$ cat src/core/timer_zero_pkg.sv
package timer_zero_pkg;

  localparam int          COUNT_W          = 8;
  localparam int          SEL_W            = 3;
  localparam int          PRESCALE_W       = 8;
  localparam logic [7:0]  COUNT_RESET      = 8'h00;
  localparam logic [7:0]  COUNT_MAX        = 8'hFF;
  localparam logic [7:0]  PRESCALE_RESET   = 8'h00;
  localparam logic [2:0]  SELECT_RESET     = 3'h7;
  localparam logic        BYPASS_RESET     = 1'b1;
  localparam logic        SOURCE_RESET     = 1'b1;
  localparam logic [1:0]  PHASE_RESET      = 2'h0;
  localparam logic [1:0]  PHASE_Q2         = 2'h1;
  localparam logic [1:0]  PHASE_Q4         = 2'h3;
  localparam int          CLOCK_HZ         = 20000000;
  localparam int          PHASES_PER_CYCLE = 4;

  typedef struct packed {
    logic       external_source;
    logic       falling_edge;
    logic       prescaler_bypass;
    logic [2:0] prescale_select;
  } option_cfg_s;

  typedef struct packed {
    logic       overflow_flag;
    logic       overflow_irq_enable;
  } interrupt_control_s;

endpackage : timer_zero_pkg

$ cat src/core/timer_zero_prescaler.sv
`timescale 1ns/100ps
`default_nettype none

module timer_zero_prescaler
  import timer_zero_pkg::*;
#(
  parameter int WIDTH = PRESCALE_W
) (
  input  wire logic             clock,
  input  wire logic             reset_n,
  input  wire logic             tick,
  input  wire logic             clear,
  input  wire logic [SEL_W-1:0] select,
  output logic                  divided
);

  logic [WIDTH-1:0] count_r;

  // Private counter, no software path in or out
  always_ff @(posedge clock) begin
    if (!reset_n) begin
      count_r <= WIDTH'(PRESCALE_RESET);
    end else if (clear) begin
      count_r <= WIDTH'(PRESCALE_RESET);
    end else if (tick) begin
      count_r <= count_r + WIDTH'(1);
    end
  end

  // Bit n of the counter toggles every 2^n ticks, so it rises once every 2^(n+1)
  assign divided = count_r[select];

endmodule : timer_zero_prescaler

`default_nettype wire

$ cat src/core/timer_zero_prescaled_counter.sv
`timescale 1ns/100ps
`default_nettype none

// Notes on behaviour
// - Counts pass through the prescaler only while the bypass bit is clear.
// - Eight prescale ratios, divide-by-2 to divide-by-256, via three-bit select.
// - Bypass bit set gives an undivided one-to-one count rate.
// - Prescaler count has no software read or write path.
// - Any write of the count register clears the prescaler.
// - Rollover FFh to 00h requests an interrupt when enable is set.
// - Every rollover sets the overflow flag regardless of the enable.
// - Hardware never clears the overflow flag; only a software write does.
// - Overflow interrupt is no wake-up source from sleep.
// - External count edges pass two clock flops first; Q2/Q4 sampling comes only after the prescaler.
// - Synchronisation samples the prescaler output on phases two and four.
// - Counting stops in sleep and the count holds its value.
// - This prescaler is separate from the watchdog's own prescaler.
module timer_zero_prescaled_counter
  import timer_zero_pkg::*;
(
  input  wire logic               clock,
  input  wire logic               reset_n,
  input  wire logic               sleep,
  input  wire logic               external_count_input,
  input  wire option_cfg_s        option_cfg,
  input  wire logic               count_write,
  input  wire logic [COUNT_W-1:0] count_wdata,
  input  wire logic               control_write,
  input  wire interrupt_control_s control_wdata,
  output logic [COUNT_W-1:0]      timer_count,
  output interrupt_control_s      interrupt_control_reg,
  output logic                    overflow_irq,
  output logic                    wake_request
);

  logic [1:0]         phase_r;
  logic               cycle_tick;
  logic               pin_meta_r;
  logic               pin_sync_r;
  logic               pin_last_r;
  logic               pin_edge;
  logic               source_tick;
  logic               presc_out;
  logic               presc_s2_r;
  logic               presc_s4_r;
  logic               presc_rise;
  logic               count_inc;
  logic [COUNT_W-1:0] count_r;
  logic [COUNT_W-1:0] count_nxt;
  logic               rollover;
  logic               flag_r;
  logic               enable_r;
  logic               irq_r;

  // Instruction cycle is four clock phases; enable pulse once per cycle
  always_ff @(posedge clock) begin
    if (!reset_n) begin
      phase_r <= PHASE_RESET;
    end else begin
      phase_r <= phase_r + 2'h1;
    end
  end

  assign cycle_tick = (phase_r == PHASE_Q4);

  // Pin comes from outside; two flops before any logic sees it
  always_ff @(posedge clock) begin
    if (!reset_n) begin
      pin_meta_r <= 1'b0;
      pin_sync_r <= 1'b0;
      pin_last_r <= 1'b0;
    end else begin
      pin_meta_r <= external_count_input;
      pin_sync_r <= pin_meta_r;
      pin_last_r <= pin_sync_r;
    end
  end

  // Edge polarity selectable; rising by default
  assign pin_edge = option_cfg.falling_edge ? (pin_last_r & ~pin_sync_r)
                                            : (~pin_last_r & pin_sync_r);

  // Source frozen in sleep so neither prescaler nor count moves
  assign source_tick = ~sleep & (option_cfg.external_source ? pin_edge : cycle_tick);

  // Dedicated prescaler; the watchdog keeps its own elsewhere
  timer_zero_prescaler #(
    .WIDTH (PRESCALE_W)
  ) u_prescaler (
    .clock   (clock),
    .reset_n (reset_n),
    .tick    (source_tick & ~option_cfg.prescaler_bypass),
    .clear   (count_write),
    .select  (option_cfg.prescale_select),
    .divided (presc_out)
  );

  // Prescaler output sampled on Q2 then Q4; a rise across them is one count
  // Cleared with the prescaler, else a rise caught before a write counts after it
  always_ff @(posedge clock) begin
    if (!reset_n) begin
      presc_s2_r <= 1'b0;
      presc_s4_r <= 1'b0;
    end else if (count_write) begin
      presc_s2_r <= 1'b0;
      presc_s4_r <= 1'b0;
    end else begin
      if (phase_r == PHASE_Q2) begin
        presc_s2_r <= presc_out;
      end
      if (phase_r == PHASE_Q4) begin
        presc_s4_r <= presc_s2_r;
      end
    end
  end

  assign presc_rise = (phase_r == PHASE_Q4) & presc_s2_r & ~presc_s4_r;

  // Bypass gives one count per source tick
  assign count_inc = ~sleep & (option_cfg.prescaler_bypass ? source_tick : presc_rise);

  assign rollover  = count_inc & ~count_write & (count_r == COUNT_MAX);
  assign count_nxt = count_r + COUNT_W'(1);

  // Software write takes precedence over an increment in the same cycle
  always_ff @(posedge clock) begin
    if (!reset_n) begin
      count_r <= COUNT_RESET;
    end else if (count_write) begin
      count_r <= count_wdata;
    end else if (count_inc) begin
      count_r <= count_nxt;
    end
  end

  // Set beats a simultaneous software clear so no overflow is lost
  always_ff @(posedge clock) begin
    if (!reset_n) begin
      flag_r <= 1'b0;
    end else if (rollover) begin
      flag_r <= 1'b1;
    end else if (control_write) begin
      flag_r <= control_wdata.overflow_flag;
    end
  end

  always_ff @(posedge clock) begin
    if (!reset_n) begin
      enable_r <= 1'b0;
    end else if (control_write) begin
      enable_r <= control_wdata.overflow_irq_enable;
    end
  end

  // Request follows the sticky flag gated by the enable
  always_ff @(posedge clock) begin
    if (!reset_n) begin
      irq_r <= 1'b0;
    end else begin
      irq_r <= flag_r & enable_r;
    end
  end

  assign timer_count                               = count_r;
  assign interrupt_control_reg.overflow_flag       = flag_r;
  assign interrupt_control_reg.overflow_irq_enable = enable_r;
  assign overflow_irq                              = irq_r;
  // Nothing advances in sleep, so this block never asks for wake-up
  assign wake_request                              = 1'b0;

endmodule : timer_zero_prescaled_counter

`default_nettype wire

$ cat config.mk
export PLATFORM = sky130hd
export DESIGN_NAME = timer_zero_prescaled_counter
export DESIGN_NICKNAME = d
export VERILOG_FILES = /design/src/core/timer_zero_pkg.sv /design/src/core/timer_zero_prescaler.sv /design/src/core/timer_zero_prescaled_counter.sv
export SDC_FILE = /design/constraint.sdc
export NUM_CORES = 1
export LEC_CHECK = 0
export ABC_AREA = 1
export BUFFER_PORTS_ARGS = -buffer_cell sky130_fd_sc_hd__buf_2
export CELL_PAD_IN_SITES_DETAIL_PLACEMENT = 1
export CELL_PAD_IN_SITES_GLOBAL_PLACEMENT = 1
export CORE_ASPECT_RATIO = 0.75
export CORE_UTILIZATION = 25
export CTS_BUF_LIST = sky130_fd_sc_hd__clkbuf_4 sky130_fd_sc_hd__clkbuf_8 sky130_fd_sc_hd__clkbuf_16
export DETAILED_ROUTE_END_ITERATION = 8
export PLACE_DENSITY = 0.63
export SETUP_SLACK_MARGIN = 0.3
export SKIP_LAST_GASP = 1
export SLEW_MARGIN = 0
export SYNTH_ARGS = -nofsm -noshare
export SYNTH_HDL_FRONTEND = slang
export SYNTH_SLANG_ARGS = --single-unit
export TNS_END_PERCENT = 5
$ cat constraint.sdc
create_clock -name clock -period 1.3 [get_ports clock]
set_input_delay 0.13 -clock clock [delete_from_list [all_inputs] [get_ports clock]]
set_output_delay 0.13 -clock clock [all_outputs]
set_load 0.01 [all_outputs]
Word-level counts from Yosys, hierarchy flattened:

Index checks and enable logic that the tools add are counted.
W data, S select, Z words.

* bitwise logic cells: 17
* add/subtract/negate cells: 3
* multiplexer cells: 9
* reductions and logical operators: 3
* eq/ne operators: 3
* magnitude comparators: 1

Operators with widths (count)
* $add A8 B1 Y8 const B: 2
* $mux W8: 2
* $and A1 B1 Y1: 10
* $eq A8 B8 Y1 const B: 1
* $not A1 Y1: 7
* $mux W1: 6
* $lt A3 B4 Y1 const B: 1
* $reduce_bool A2 Y1: 2
* $bmux W1 S3: 1
* $add A2 B1 Y2 const B: 1
* $eq A2 B1 Y1 const B: 1
* $eq A2 B2 Y1 const B: 1
* $reduce_or A2 Y1: 1

* input port bits: 22
* register bits after elaboration: 26
* output and inout bits: 12

Depth between registers and ports, before layout:

* word-level depth: 10
* depth in mapped cells: 10

Hierarchy:

A second synthesis with hierarchy kept.

* cell total of the unflattened synthesis: 215
* area total of the unflattened synthesis: 1463.9 um2

Modules (own cells, without submodules)
* timer_zero_prescaled_counter: cells an instance 139, area an instance 994.7 um2, times used 1, seq. area each 360.3 um2
* timer_zero_prescaler: cells an instance 76, area an instance 469.2 um2, times used 1, seq. area each 160.2 um2

Worst setup path after synthesis:

OpenSTA, ideal clock, no wires.

* path kind: reg2reg
* start point: reg phase_r[0]
* end point: reg count_r[0] (netlist: timer_count[0])
* clock period less this slack: 1270 ps
* required time: 1168 ps
* setup slack: 30 ps
* setup time: 132 ps
* buffers on the path: 0
* data arrival time: 1138 ps
* cell stages (with the launch flop): 10
* path through: dfxtp_1 ha_1 nand2_1 nor2_1 nor2_1 nor2_4 nand2_4 nand2_4 nand2_1 a21oi_2

* word-level cells in the longest chain between the ends: 6
* elaborated cells between the ends (all ways): 8
* classes of those cells: 1 x eq/ne; 2 x mux; 4 x bitwise; 1 x reduce/logical

Ends and longest elaborated chain
* from (decl): line timer_zero_prescaled_counter.sv:36 `logic [1:0] phase_r;`
* from (signal assigned): line timer_zero_prescaled_counter.sv:60 `phase_r <= phase_r + 2'h1;`
* $eq A2 B2 Y1 (*): line timer_zero_prescaled_counter.sv:64, timer_zero_prescaled_counter.sv:117
* $and A1 B1 Y1 or $mux W1 (tied branches): line timer_zero_prescaled_counter.sv:117, timer_zero_prescaled_counter.sv:84
* $and A1 B1 Y1 (on tied branches): line timer_zero_prescaled_counter.sv:117, timer_zero_prescaled_counter.sv:84
* $mux W1 (*): line timer_zero_prescaled_counter.sv:120 `assign count_inc = ~sleep & (option_cfg.prescaler_bypass ? source_tick : presc_rise);`
* $and A1 B1 Y1 (*): line timer_zero_prescaled_counter.sv:120
* $reduce_bool A2 Y1 (no source line) (*)
* to (signal assigned): line timer_zero_prescaled_counter.sv:130 `count_r <= count_wdata;`
* to (signal assigned): line timer_zero_prescaled_counter.sv:132 `count_r <= count_nxt;`
* to (decl): line timer_zero_prescaled_counter.sv:48 `logic [COUNT_W-1:0] count_r;`

Every way passes the cells marked *; elsewhere a longest branch is shown, timed or not.
A chain may end at the register's enable or synchronous reset.

Worst setup path in the final report:

* start point: reg phase_r[0]
* end point: reg count_r[7] (netlist: timer_count[7])

The elaborated chain is that of the path after synthesis.

==> impl_metrics.tcl <==
set metrics [dict create \
    finalCritPeriodShare_pct 105 \
    relSlewSlack_pct 61.0 \
    r2r_slack_ns -0.07 \
    ctsLongestPathBuffers 2 \
    vias_per_cell 4.46 \
    grt.total_usage_pct 14.0 \
    chipHeight_um 67.8 \
    min_path_cells 3 \
    yosys-top-cells-area "dfxtp_1 (36%), nand2_1 (12%), inv_1 (7.0%)" \
    rsz0062_at_grt "yes" \
    grt.busiest_layer "met1" \
    hp-class "in -> reg" \
    ys_warn_count 0 \
    wl_per_cell_um 12.3 \
    cp_max_fo 5 \
    synth_compound_area_share_pct 13.9 \
    fmax_mhz 732 \
    grt_pass1_wl_um 6340 \
    met3_usage_pct 3.30 \
    reg2reg_depth 9 \
    yosys-top-cells-count "nand2_1 (45), inv_1 (27), dfxtp_1 (26)" \
    syn_to_final_growth_pct 30.9 \
    core-area_mm2 0.00544 \
    dp_cells 317 \
    port_buffers 32 \
    power.density_mw_per_mm2 894 \
    drcViolationCount 0 \
    cts_hold_buf 0 \
    ys_types 29 \
    ys_seq_area_share_pct 36.1 \
    crit_arrival_ns 1.58 \
    critical_path_class "reg -> reg" \
    holdWs_ns 0.0627 \
    grt_max_degree 15 \
    yosysMostFrequentCell "nand2_1" \
    irDropWorstVdd_uv 319 \
    num_rows 23 \
    tightestPinTransition_ns 0.584 \
    first_global_vias 1309 \
    synth_top_family_by_area "simple AND/OR/NAND/NOR gates" \
    synthAdderAreaFrac_pct 3.47 \
    synth_flop_cell "dfxtp_1" \
    wl_um 3980 \
    ys_ff_latch 26 \
    h-tree-depth 1 \
    use_met2_pct 20.3 \
    hold_viol 0 \
    grtUsageMet1_pct 20.4 \
    design_area_mm2 0.00189 \
    antenna_cells 0 \
    clock-sinks 26 \
    start_util_pct 26.5 \
    final_cells 325 \
    drive_above_1_share_pct 32.4 \
    postPlaceCellArea_mm2 0.00177 \
    finalNetCount 277 \
    final_util_pct 34.7 \
    postRouteAntennaNets 0 \
    yosys.area_share.simple_pct 32.2 \
    setup-violations-final 9 \
    worst_setup_path_end_kind "flop" \
    nFillCells 694 \
    fin_crit_ns 1.37 \
    cts_tree "built" \
    setup_ws_ns -0.0669 \
    cts_buffers 3 \
    clk_latency_ns 0.27 \
    dpl.hpwl_um 3110 \
    fin_skew_ns 0.00136 \
    dieArea_mm2 0.00608 \
    power_mw 1.69 \
    p_leak_nw 0.828 \
    synth-xor-area-share_pct 3.65 \
    drtPass1Iterations 4 \
    vias 1448 \
    place_congestion 0.734 \
    gr-total-overflow 0 \
    maxCapViolCount 0 \
    async_reset_ff_share_pct 0 \
    clk_pin_slew_ns 0.09 \
    synth_nets 231 \
    ios 34 \
    drv_slew 0 \
    failed_checks "negative setup slack" \
    syn-instance-count 205 \
    synth_edf_count 0 \
    yosys.area.top_type "dfxtp_1" \
    cts-root-buf "clkbuf_8" \
    run_status "finished, violations left" \
    cp-start-kind "flop" \
    crit_required_ns 1.52 \
    synthesis.area_mm2 0.00144 \
    antenna_found_initial 0 \
    synth_area_per_cell_um2 7.03 \
    synthMuxAreaShare_pct 0.694 \
    synth_top_cell_area_share_pct 36.1 \
    drt-initial-drc-count 65 \
    die_x_um 89.7 \
]
==> area by class of cell <==
cell class / instances / area (µm²) / share of cell area, %
multi-input cells: 147 / 850 / 45.0
flip-flops and latches: 26 / 526 / 27.9
repair buffers: 45 / 258 / 13.7
inverters: 28 / 105 / 5.57
well taps: 75 / 93.8 / 4.97
clock buffers: 4 / 55.1 / 2.92
==> cell families (layout without fill, tap and decap cells) <==
group / count (synthesis) / count (layout)
simple gates: 95 / 97
compound gates: 38 / 38
buf+inv: 34 / 77
flops: 26 / 26
xor+xnor: 6 / 6
fa+ha+maj: 4 / 4
other cells: 1 / 1
mux: 1 / 1
==> layout by cell type (no fill, tap or decap), types with 6 or more instances in the layout <==
master and count:
buf_2 32, a21oi_1 18, nand2_1 42, nor2_1 7
inv_1 27, nand3_1 18, o21ai_0 13, dfxtp_1 22
nand2_2 6, buf_4 13
==> per-layer routing <==
layer	share of wire [%]	up-vias
met5	0	-
met4	0.85	0
met3	3.8	2
met2	41	25
met1	54	665
li1	-	756
==> critical path: stages (launching register included) <==
cell and delay [ns]:
dfxtp_2 0.34, ha_4 0.17, nor2_4 0.08, nor2_2 0.05, nand2_1 0.07, nand2_2 0.09, nand2_4 0.15, buf_4 0.13
nand3_1 0.08, a21oi_2 0.16
==> what timing repair did <==
item	CTS	global route
setup buffers	1	1
setup endpoints to repair	25	26
pin swaps	10	1
cloned	2	0
resized for setup	6	1
==> through the flow <==
stage	setup slack, ns	setup TNS, ns
after detailed placement	-0.0553	-0.213
final	-0.0669	-0.264
after floorplan	0.0722	0
after global routing	-0.144	-1.56
after CTS	-0.0355	-0.229
after global placement	-0.00953	-0.00953
==> report_power, final <==
| group | switching [mW] | internal (mW) | leakage (nW) |
|---|---|---|---|
| Clock | 0.260 | 0.271 | 0.0288 |
| Sequential | 0.0281 | 0.831 | 0.214 |
| Combinational | 0.171 | 0.126 | 0.586 |
| Total | 0.459 | 1.23 | 0.828 |
==> final timing paths <==
path,from,endpoint
setup / recovery,phase_r[0]$_SDFF_PN0_,timer_count[7]$_SDFFE_PN0P_
hold / removal,external_count_input,pin_meta_r$_SDFF_PN0_
setup reg to reg,phase_r[0]$_SDFF_PN0_,timer_count[7]$_SDFFE_PN0P_
hold reg to reg,pin_meta_r$_SDFF_PN0_,pin_sync_r$_SDFF_PN0_
No activity file was read; power rests on OpenSTA's default activity.
